## src/nvw_cfg.svh

```systemverilog
// Offsets, bit positions, reset values and timing for the data EEPROM write control
`ifndef NVW_CFG_SVH
`define NVW_CFG_SVH
`define NVW_OFS_IRQ_EN2 12'hfa0
`define NVW_OFS_IRQ_FLAG2 12'hfa1
`define NVW_OFS_IRQ_PRIO2 12'hfa2
`define NVW_OFS_CONTROL 12'hfa6
`define NVW_OFS_KEY 12'hfa7
`define NVW_OFS_DATA 12'hfa8
`define NVW_OFS_ADDRESS 12'hfa9
`define NVW_OFS_CORE_IRQ 12'hff2
`define NVW_BIT_PGM 7
`define NVW_BIT_CFG 6
`define NVW_BIT_ERASE 4
`define NVW_BIT_ABORT 3
`define NVW_BIT_PERMIT 2
`define NVW_BIT_WR 1
`define NVW_BIT_RD 0
`define NVW_BIT_DONE 4
`define NVW_KEY_FIRST 8'h55
`define NVW_KEY_SECOND 8'haa
`define NVW_RST_BYTE 8'h00
`define NVW_RST_FIVE 5'h00
`define NVW_RST_PRIO 5'h1f
`define NVW_RST_CORE_HI 7'h00
`define NVW_CLK_KHZ 50000
`define NVW_PUT_MS 72
`define NVW_PUT_CYCLES (`NVW_PUT_MS * `NVW_CLK_KHZ)
`define NVW_WRITE_US 4000
`define NVW_WRITE_CYCLES (`NVW_WRITE_US * `NVW_CLK_KHZ / 1000)
`endif

```

## src/nvw_pkg.sv

```systemverilog
// Types for the data EEPROM write control
package nvw_pkg;
    typedef enum logic [1:0] {
        NVW_LOCKED = 2'b00,
        NVW_KEY1 = 2'b01,
        NVW_ARMED = 2'b10
    } nvw_unlock_t;
endpackage

```

## src/nvw_ctrl.sv

```systemverilog
// Data EEPROM byte write control with unlock sequence and SFR access
`timescale 1ns/1ns
`default_nettype none
`include "nvw_cfg.svh"
module nvw_ctrl
    import nvw_pkg::*;
#(
    parameter int unsigned PUT_CYCLES = `NVW_PUT_CYCLES,
    parameter int unsigned WRITE_CYCLES = `NVW_WRITE_CYCLES
) (
    // Clock and resets
    input wire logic SYS_CLK,
    input wire logic RST_B,
    input wire logic MCLR_B,
    input wire logic WDT_RST,
    // SFR access from the core
    input wire logic [11:0] SFR_ADDR,
    input wire logic [7:0] SFR_WDATA,
    input wire logic SFR_WE,
    input wire logic SFR_RE,
    output logic [7:0] SFR_RDATA,
    // Interrupt request and priority of write done
    output logic WRITE_DONE_IRQ,
    output logic WRITE_DONE_HIGH_PRIO,
    // Code protect configuration
    input wire logic CODE_PROTECT_DATA,
    input wire logic CODE_PROTECT_PROG,
    // External programming access
    input wire logic [7:0] EXT_ADDR,
    input wire logic [7:0] EXT_WDATA,
    input wire logic EXT_WE,
    input wire logic EXT_RE,
    output logic [7:0] EXT_RDATA,
    output logic EXT_DENIED,
    // Status
    output logic WRITE_BUSY,
    output logic PUT_RUNNING
);
    logic [7:0] mem [0:255];
    logic mclr_s1_reg;
    logic mclr_s2_reg;
    logic pgm_reg;
    logic cfg_reg;
    logic erase_reg;
    logic abort_reg;
    logic permit_reg;
    logic wr_reg;
    logic rd_reg;
    logic [7:0] addr_reg;
    logic [7:0] data_reg;
    logic [4:0] flag_reg;
    logic [4:0] en_reg;
    logic [4:0] prio_reg;
    logic [7:0] core_irq_reg;
    logic [21:0] put_cnt_reg;
    logic put_run_reg;
    logic [21:0] wr_cnt_reg;
    logic [7:0] rdata_reg;
    logic [7:0] ext_rdata_reg;
    logic ext_denied_reg;
    nvw_unlock_t state_reg;
    nvw_unlock_t state_next;

    // MCLR is a pin; only the second stage is read
    always_ff @(posedge SYS_CLK or negedge RST_B) begin
        if (!RST_B) begin
            mclr_s1_reg <= 1'b1;
            mclr_s2_reg <= 1'b1;
        end else begin
            mclr_s1_reg <= MCLR_B;
            mclr_s2_reg <= mclr_s1_reg;
        end
    end

    wire warm_rst = !mclr_s2_reg || WDT_RST;
    wire we_ctl = SFR_WE && SFR_ADDR == `NVW_OFS_CONTROL;
    wire we_key = SFR_WE && SFR_ADDR == `NVW_OFS_KEY;
    wire we_data = SFR_WE && SFR_ADDR == `NVW_OFS_DATA;
    wire we_addr = SFR_WE && SFR_ADDR == `NVW_OFS_ADDRESS;
    wire we_flag = SFR_WE && SFR_ADDR == `NVW_OFS_IRQ_FLAG2;
    wire we_en = SFR_WE && SFR_ADDR == `NVW_OFS_IRQ_EN2;
    wire we_prio = SFR_WE && SFR_ADDR == `NVW_OFS_IRQ_PRIO2;
    wire we_core = SFR_WE && SFR_ADDR == `NVW_OFS_CORE_IRQ;
    // Control, address and data frozen while a write runs
    wire ctl_ok = we_ctl && !wr_reg;
    wire new_pgm = SFR_WDATA[`NVW_BIT_PGM];
    wire new_cfg = SFR_WDATA[`NVW_BIT_CFG];
    wire data_space = !new_pgm && !new_cfg;
    // Old permit value is used, so permit and trigger in one write fail
    wire start_wr = ctl_ok && SFR_WDATA[`NVW_BIT_WR] && state_reg == NVW_ARMED
        && permit_reg && !put_run_reg && data_space;
    wire start_rd = ctl_ok && SFR_WDATA[`NVW_BIT_RD] && data_space;
    wire wr_done = wr_reg && wr_cnt_reg == 22'(WRITE_CYCLES - 1);
    wire ext_block = CODE_PROTECT_DATA || CODE_PROTECT_PROG;
    wire ext_wr_ok = EXT_WE && !ext_block && !wr_reg;

    // Any SFR write other than the next expected step drops the unlock
    always_comb begin
        state_next = state_reg;
        if (SFR_WE) begin
            state_next = NVW_LOCKED;
            if (we_key && SFR_WDATA == `NVW_KEY_FIRST && !wr_reg) begin
                state_next = NVW_KEY1;
            end else if (we_key && SFR_WDATA == `NVW_KEY_SECOND && state_reg == NVW_KEY1) begin
                state_next = NVW_ARMED;
            end
        end
    end

    always_ff @(posedge SYS_CLK or negedge RST_B) begin
        if (!RST_B) begin
            state_reg <= NVW_LOCKED;
        end else if (warm_rst) begin
            state_reg <= NVW_LOCKED;
        end else begin
            unique case (state_reg)
                NVW_LOCKED, NVW_KEY1, NVW_ARMED: state_reg <= state_next;
                default: state_reg <= NVW_LOCKED;
            endcase
        end
    end

    // Power-up timer: counts once after power-on release only
    always_ff @(posedge SYS_CLK or negedge RST_B) begin
        if (!RST_B) begin
            put_cnt_reg <= 22'h000000;
            put_run_reg <= 1'b1;
        end else if (put_run_reg) begin
            put_cnt_reg <= put_cnt_reg + 22'h000001;
            put_run_reg <= put_cnt_reg != 22'(PUT_CYCLES - 1);
        end
    end

    // Space selects and abort survive a warm reset for tracing
    always_ff @(posedge SYS_CLK or negedge RST_B) begin
        if (!RST_B) begin
            pgm_reg <= 1'b0;
            cfg_reg <= 1'b0;
            abort_reg <= 1'b0;
        end else if (warm_rst) begin
            abort_reg <= abort_reg || wr_reg;
        end else begin
            if (ctl_ok) begin
                pgm_reg <= new_pgm;
                cfg_reg <= new_cfg;
            end
            if (ctl_ok) begin
                abort_reg <= SFR_WDATA[`NVW_BIT_ABORT];
            end
        end
    end

    always_ff @(posedge SYS_CLK or negedge RST_B) begin
        if (!RST_B) begin
            erase_reg <= 1'b0;
            permit_reg <= 1'b0;
            wr_reg <= 1'b0;
            rd_reg <= 1'b0;
        end else if (warm_rst) begin
            erase_reg <= 1'b0;
            permit_reg <= 1'b0;
            wr_reg <= 1'b0;
            rd_reg <= 1'b0;
        end else begin
            if (ctl_ok) begin
                erase_reg <= SFR_WDATA[`NVW_BIT_ERASE];
                permit_reg <= SFR_WDATA[`NVW_BIT_PERMIT];
            end
            // Trigger bits are set only; software zeros are ignored
            if (start_wr) begin
                wr_reg <= 1'b1;
            end else if (wr_done) begin
                wr_reg <= 1'b0;
            end
            rd_reg <= start_rd;
        end
    end

    always_ff @(posedge SYS_CLK or negedge RST_B) begin
        if (!RST_B) begin
            wr_cnt_reg <= 22'h000000;
        end else if (warm_rst || !wr_reg) begin
            wr_cnt_reg <= 22'h000000;
        end else begin
            wr_cnt_reg <= wr_cnt_reg + 22'h000001;
        end
    end

    // Address and data; reset forces both to zero
    always_ff @(posedge SYS_CLK or negedge RST_B) begin
        if (!RST_B) begin
            addr_reg <= `NVW_RST_BYTE;
            data_reg <= `NVW_RST_BYTE;
        end else if (warm_rst) begin
            addr_reg <= `NVW_RST_BYTE;
            data_reg <= `NVW_RST_BYTE;
        end else begin
            if (we_addr && !wr_reg) begin
                addr_reg <= SFR_WDATA;
            end
            if (we_data && !wr_reg) begin
                data_reg <= SFR_WDATA;
            end else if (rd_reg) begin
                data_reg <= mem[addr_reg];
            end
        end
    end

    // Array is written at the end of a full write cycle or by an external write; an abort leaves it
    always_ff @(posedge SYS_CLK) begin
        if (wr_done && !warm_rst && RST_B) begin
            mem[addr_reg] <= data_reg;
        end else if (ext_wr_ok && !warm_rst && RST_B) begin
            mem[EXT_ADDR] <= EXT_WDATA;
        end
    end

    // Set wins over a software clear in the same cycle
    always_ff @(posedge SYS_CLK or negedge RST_B) begin
        if (!RST_B) begin
            flag_reg <= `NVW_RST_FIVE;
            en_reg <= `NVW_RST_FIVE;
            prio_reg <= `NVW_RST_PRIO;
            core_irq_reg <= `NVW_RST_BYTE;
        end else if (warm_rst) begin
            flag_reg <= `NVW_RST_FIVE;
            en_reg <= `NVW_RST_FIVE;
            prio_reg <= `NVW_RST_PRIO;
            core_irq_reg <= {`NVW_RST_CORE_HI, core_irq_reg[0]};
        end else begin
            if (we_flag) begin
                flag_reg <= SFR_WDATA[4:0];
            end
            if (wr_done) begin
                flag_reg[`NVW_BIT_DONE] <= 1'b1;
            end
            if (we_en) begin
                en_reg <= SFR_WDATA[4:0];
            end
            if (we_prio) begin
                prio_reg <= SFR_WDATA[4:0];
            end
            if (we_core) begin
                core_irq_reg <= SFR_WDATA;
            end
        end
    end

    wire [7:0] ctl_view = {pgm_reg, cfg_reg, 1'b0, erase_reg,
        abort_reg, permit_reg, wr_reg, rd_reg};
    // Key location is not storage and always reads zero
    wire [7:0] rd_mux =
        SFR_ADDR == `NVW_OFS_CONTROL ? ctl_view :
        SFR_ADDR == `NVW_OFS_DATA ? data_reg :
        SFR_ADDR == `NVW_OFS_ADDRESS ? addr_reg :
        SFR_ADDR == `NVW_OFS_IRQ_FLAG2 ? {3'h0, flag_reg} :
        SFR_ADDR == `NVW_OFS_IRQ_EN2 ? {3'h0, en_reg} :
        SFR_ADDR == `NVW_OFS_IRQ_PRIO2 ? {3'h0, prio_reg} :
        SFR_ADDR == `NVW_OFS_CORE_IRQ ? core_irq_reg : 8'h00;

    always_ff @(posedge SYS_CLK or negedge RST_B) begin
        if (!RST_B) begin
            rdata_reg <= 8'h00;
            ext_rdata_reg <= 8'h00;
            ext_denied_reg <= 1'b0;
        end else begin
            if (SFR_RE) begin
                rdata_reg <= rd_mux;
            end
            // Protected reads return zero, never the array
            if (EXT_RE) begin
                ext_rdata_reg <= ext_block ? 8'h00 : mem[EXT_ADDR];
            end
            ext_denied_reg <= (EXT_RE || EXT_WE) && ext_block;
        end
    end

    assign SFR_RDATA = rdata_reg;
    assign EXT_RDATA = ext_rdata_reg;
    assign EXT_DENIED = ext_denied_reg;
    assign WRITE_DONE_IRQ = flag_reg[`NVW_BIT_DONE] && en_reg[`NVW_BIT_DONE];
    assign WRITE_DONE_HIGH_PRIO = prio_reg[`NVW_BIT_DONE];
    assign WRITE_BUSY = wr_reg;
    assign PUT_RUNNING = put_run_reg;
endmodule
`default_nettype wire

```

## config.mk

```make
export PLATFORM = sky130hd
export DESIGN_NAME = nvw_ctrl
export DESIGN_NICKNAME = d
export VERILOG_FILES = /design/src/nvw_pkg.sv /design/src/nvw_ctrl.sv
export VERILOG_INCLUDE_DIRS = /design/src
export SDC_FILE = /design/constraint.sdc
export NUM_CORES = 2
export LEC_CHECK = 0
export BUFFER_PORTS_ARGS = -buffer_cell sky130_fd_sc_hd__buf_2
export CORE_MARGIN = 4
export CORE_UTILIZATION = 60
export CTS_CLUSTER_SIZE = 25
export DETAILED_ROUTE_END_ITERATION = 6
export PLACE_DENSITY = 0.76
export SYNTH_ARGS = -nofsm -noshare
export SYNTH_HDL_FRONTEND = slang
export SYNTH_SLANG_ARGS = --single-unit
```

## constraint.sdc

```tcl
create_clock -name SYS_CLK -period 7.55 [get_ports SYS_CLK]
set_input_delay 0.755 -clock SYS_CLK [delete_from_list [all_inputs] [get_ports SYS_CLK]]
set_output_delay 0.755 -clock SYS_CLK [all_outputs]
set_load 0.05 [all_outputs]
```

**Word-level counts from Yosys, hierarchy flattened**

Memory sizes are Yosys's and may differ from the RTL's.
Cells that the tools add are included.

- Register bits: 112
- Bits in latches: 0
- Bits in writable memories: 2048
- Bits in read-only memories: 0
- Input port bits: 46
- Output and inout bits: 21
- Word-level logic and storage cells: 148
- Memories: 1

- Add/subtract/negate cells: 2
- Multipliers: 0
- Divide/modulo/power cells: 0
- $lt $le $gt $ge: 0
- Equality and inequality tests: 15
- Shift operators: 0
- Mux-type cells: 47
- Bitwise logic cells: 1
- Reductions and logical operators: 58

Memories:

| name | depth | bits a word | read ports | clocked after Yosys merged registers in | write ports | line | text |
|---|---|---|---|---|---|---|---|
| mem | 256 | 8 | 2 | 0 | 1 | nvw_ctrl.sv:39 | `logic [7:0] mem [0:255];` |

Operators by type and width:

| cell | number |
|---|---|
| 8-bit 2-to-1 mux | 17 |
| 12-bit equality test (second input constant) | 8 |
| 22-bit by 1-bit adder with 22-bit output (second input constant) | 2 |
| 1-bit logical AND | 32 |
| 5-bit 2-to-1 mux | 6 |
| 22-bit by 18-bit equality test with 1-bit output (second input constant) | 1 |
| 22-bit 2-to-1 mux | 1 |
| 22-bit inequality test (second input constant) | 1 |
| 1-bit 2-to-1 mux | 18 |
| 2-bit nonzero test | 6 |
| 2-bit 2-to-1 mux | 5 |
| 3-bit nonzero test | 3 |
| 8-bit by 7-bit equality test with 1-bit output (second input constant) | 1 |
| 8-bit equality test (second input constant) | 1 |
| 8-bit OR reduction | 1 |
| 1-bit zero test | 7 |
| 1-bit logical OR | 5 |
| 2-bit AND reduction | 2 |
| 3-bit inequality test (second input constant) | 1 |
| 3-bit OR reduction | 1 |
| 2-bit by 1-bit equality test with 1-bit output (second input constant) | 1 |
| 2-bit equality test (second input constant) | 1 |
| 2-bit zero test | 1 |
| 1-bit NOT | 1 |

**Longest topological paths before layout**

- Depth after elaboration: 11
- Gate-level depth with buffers: 13
- Depth with buffers taken out: 7

**Worst setup path before layout**

Ideal clock, no wire load.

- Kind: in2reg
- Start point: input port CODE_PROTECT_PROG
- End point: memory mem[0][0] (data pin)
- Setup time: 0.823 ns
- Arrival: 4.928 ns
- Required time: 6.727 ns
- Path slack: 1.799 ns
- Stages on the path: 6
- Path buffers: 2
- Cells stage by stage: nor4b_1 -> and3_1 -> clkbuf_1 -> clkbuf_1 -> nand2_1 -> nand2_1

- Word-level cells in the longest chain between the ends: 11

Ends and longest elaborated chain:

| item | line | text |
|---|---|---|
| start, declared | nvw_ctrl.sv:27 | `input wire logic CODE_PROTECT_PROG,` |
| 1-bit logical OR | nvw_ctrl.sv:94 | `wire ext_block = CODE_PROTECT_DATA \|\| CODE_PROTECT_PROG;` |
| 1-bit zero test | nvw_ctrl.sv:95 | `wire ext_wr_ok = EXT_WE && !ext_block && !wr_reg;` |
| 1-bit logical AND (2 in a row) | nvw_ctrl.sv:95 |  |
| 1-bit logical AND (2 in a row) | nvw_ctrl.sv:213 | `end else if (ext_wr_ok && !warm_rst && RST_B) begin` |
| 1-bit 2-to-1 mux | nvw_ctrl.sv:213 |  |
| 1-bit 2-to-1 mux | nvw_ctrl.sv:211 | `if (wr_done && !warm_rst && RST_B) begin` |
| 1-bit 2-to-1 mux (implied by the code) | nvw_ctrl.sv:214 | `mem[EXT_ADDR] <= EXT_WDATA;` |
| 8-bit OR reduction (no source line) | - |  |
| 8-bit 2-to-1 mux (no source line) | - |  |
| end, declared | nvw_ctrl.sv:39 |  |

Every way passes these cells.

**Final worst setup path**

- Start point: register wr_cnt_reg[14]
- End point: memory mem[85][0] (enable)

- Word-level cells in the longest chain between the ends: 8
- Elaborated cells between the ends (all ways): 11
- Classes of those cells: eq/ne: 1; mux: 6; reduce/logical: 4

Ends and longest elaborated chain:

| item | line | text |
|---|---|---|
| start, declared | nvw_ctrl.sv:57 | `logic [21:0] wr_cnt_reg;` |
| start signal, assigned | nvw_ctrl.sv:185 | `wr_cnt_reg <= wr_cnt_reg + 22'h000001;` |
| 22-bit by 18-bit equality test with 1-bit output * | nvw_ctrl.sv:93 | `wire wr_done = wr_reg && wr_cnt_reg == 22'(WRITE_CYCLES - 1);` |
| 1-bit logical AND * | nvw_ctrl.sv:93 |  |
| 1-bit logical AND * (2 in a row) | nvw_ctrl.sv:211 |  |
| 1-bit 2-to-1 mux | nvw_ctrl.sv:211 |  |
| 1-bit 2-to-1 mux (implied by the code) | nvw_ctrl.sv:214 |  |
| 8-bit OR reduction (no source line) | - |  |
| 8-bit 2-to-1 mux (no source line) or 1-bit 2-to-1 mux (tied branches) | - |  |

Every way passes the cells marked *; elsewhere a longest branch is shown, timed or not.

==> reports/metrics.cfg <==
[outcome]
status = finished, final reports clean

[setup_path]
cp-end-kind = register
critical_path_required_ns = 8.04
cpPeakStageDelay_ns = 1.26
worstSetupStartpointType = register
cp_max_fo = 19
crit_chain = or4_1 -> nor4_1 -> nand4_1 -> o21ai_2 -> nand2b_1 -> buf_4 -> nor2_1
path_class = register to register
critPathArrivalTime_ns = 6.07
critPathSlowestCell = o21ai_2

[cells_and_area]
area_growth_pct = 9.13
design_area_um2 = 111000
largest_reg_flops = 2048
drive_gt1_frac = 0.261
nets = 5714

[drt]
avgRoutedWirePerCell_um = 40.4
vias_per_cell = 7.83
dr.pass1.iters = 7
wirelength_um = 326000
via_count = 63200
drcViolationCount = 0
ant_nets = 0
drtIter0Drc = 11200

[synthesis]
synth_edf_count = 2048
synth_most_common_cell = edfxtp_1
synth_fp_nets = 5745
netlist_instances = 5697
async_flop_share = 0.0519
synth_common_cells = 2048 x edfxtp_1, 883 x mux4_2, 456 x mux2i_1, 365 x nor2_1, 205 x clkbuf_1
ys_warn_count = 0
synth_top_area_cell = edfxtp_1
ys_ff_latch = 2160
yosysSeqAreaShare = 0.631
netlist_area_um2 = 102000
syn_area_per_cell_um2 = 17.9
yosysTopAreaCellShare = 0.604
synthTopCellsByArea = edfxtp_1 60%, mux4_2 20%, mux2i_1 4.5%
ys_types = 74
synth-main-ff-cell = edfxtp_1

[pwr]
leakage_uw = 0.0370
peakVddDrop_uv = 217
powerDensity_nw_per_um2 = 223
finalPower_uw = 24800

[placed_design]
place_ws_ns = 2.19
place_area_um2 = 104000
place.gp.congestion = 0.987
numPortBuffers = 66
post-dp-hpwl_um = 210000

[clock_network]
cts-buffers-inserted = 214
cts-root-buf = clkbuf_16
clock_path_buffers = 3
clock_sinks = 2160
clk_pin_slew_worst_paths_ns = 0.06
clkLatencyLatePin_ns = 0.90
ctsResizeCount = 0
h-tree-depth = 4
tritoncts = built

[floorplanning]
start_util = 0.606
chipWidth_um = 420
design.portCount = 67
rows = 150
dieArea_um2 = 176000
coreArea_um2 = 168000
die_y_um = 420

[timing]
fin_crit_ns = 5.59
final_hold_viol_count = 0
tns_ns = 0
rsz0062_at_grt = false
fmax_ghz = 0.179
hold_slack_ns = 0.123
maxSlewHeadroom = 0.0389
maxSlewViolCount = 0
period_share = 0.740
worst_slew_pin_slew_ns = 1.43
setup_violations = 0
setup_slack_ns = 1.96
clock_skew_ns = 0.0552

[grt]
overflow = 0
grt_util_all_layers = 0.372
grt_start_max_net_pins = 186
antenna_found_initial = 11
grt_pass1_vias = 61000
grt_pass1_wl_um = 460000

[job]
maxCapViolations = 0

[worst_hold_path]
hp-class = primary input to register

==> what timing repair did <==
action / 4_1_cts / 5_1_grt
buffers inserted: 0 / 0
hold buffers: 2 / 0
endpoints found under the hold margin: 62 / 0
setup endpoints to repair: 0 / 0
==> worst paths after layout <==
| kind | start | cells past startpoint | slack, ns | to |
|---|---|---|---|---|
| setup reg to reg | wr_cnt_reg[14] | 7 | 1.96 | mem[85][0] |
| min in group asynchronous | RST_B | 2 | 0.47 | SFR_RDATA[1] |
| hold / removal | EXT_WE | 3 | 0.12 | EXT_DENIED |
| setup / recovery | wr_cnt_reg[14] | 7 | 1.96 | mem[85][0] |
| hold reg to reg | mclr_s1_reg | 0 | 0.36 | mclr_s2_reg |
| max in group asynchronous | RST_B | 3 | 5.89 | put_cnt_reg[20] |
==> through the flow <==
stage               std cells   util
floorplan                5697      -
global placement         7652  0.618
detailed placement       7652  0.618
CTS                      8055  0.662
global route             8056  0.662
finish                   8071  0.662
==> metal layers <==
metal,vias to the layer above,wire length [um],track usage
li1,24000,-,-
met1,32200,109000,0.500
met2,5919,144000,0.537
met3,1058,51800,0.137
met4,8,21500,0.197
met5,-,53,0
==> logic make-up (layout without fill, tap and decap cells) <==
logic type | Yosys count | count (layout) | share of synthesized area
buffers and inverters | 469 | 623 | 0.0272
flip-flops | 2160 | 2160 | 0.631
AO/OA/AOI/OAI | 754 | 754 | 0.0538
other | 0 | 16 | 0
multiplexers | 1371 | 1371 | 0.244
XOR/XNOR | 41 | 41 | 0.00353
AND/OR/NAND/NOR | 900 | 900 | 0.0404
adder cells (fa/ha/maj) | 2 | 2 | 0.000246
==> cell usage in the layout, fill, tap and decap left out, types with 25 or more instances in the layout <==
cell type | Yosys | layout
buf_2 | 72 | 61
nand2_1 | 195 | 186
mux2i_1 | 456 | 456
xnor2_1 | 25 | 25
a22o_1 | 42 | 42
edfxtp_1 | 2048 | 2048
clkbuf_16 | 0 | 214
a31oi_1 | 30 | 29
o22ai_1 | 91 | 91
buf_4 | 62 | 122
nand3_1 | 92 | 91
mux2_2 | 32 | 32
clkinv_1 | 3 | 50
clkinv_2 | 0 | 38
nor2_1 | 365 | 362
bufinv_16 | 0 | 30
nor3_1 | 70 | 68
a221oi_1 | 41 | 41
mux4_2 | 883 | 883
nand2b_1 | 37 | 28
clkbuf_1 | 205 | 32
a21oi_1 | 136 | 134
o21ai_0 | 40 | 40
a22oi_1 | 191 | 191
nor4_1 | 26 | 25
o221ai_1 | 62 | 62
dfrtp_1 | 104 | 100
==> critical path, delay by kind of cell, from the launching register on <==
kind	cells	cell delay, ns
buffers and inverters	1	0.53
AND/OR/NAND/NOR	5	2.94
flip-flops	1	0.43
AO/OA/AOI/OAI	1	1.26
==> where the power goes <==
part	leakage [uW]	total (uW)	switching, uW	internal (uW)
clock network	0.00352	11100	4810	6300
logic	0.0100	696	487	209
registers	0.0235	13000	10.9	12900
total	0.0370	24800	5310	19400
==> layout make-up <==
class,count,area [um2]
Antenna cell,16,40.0
Clock buffer,249,5520
Clock inverter,152,1760
Fill cell,10900,56800
Inverter,11,46.3
Multi-Input combinational cell,3068,35000
Sequential cell,2160,64300
Tap cell,2204,2760
Timing Repair Buffer,211,1730
Power figures use the tool's default switching activity.
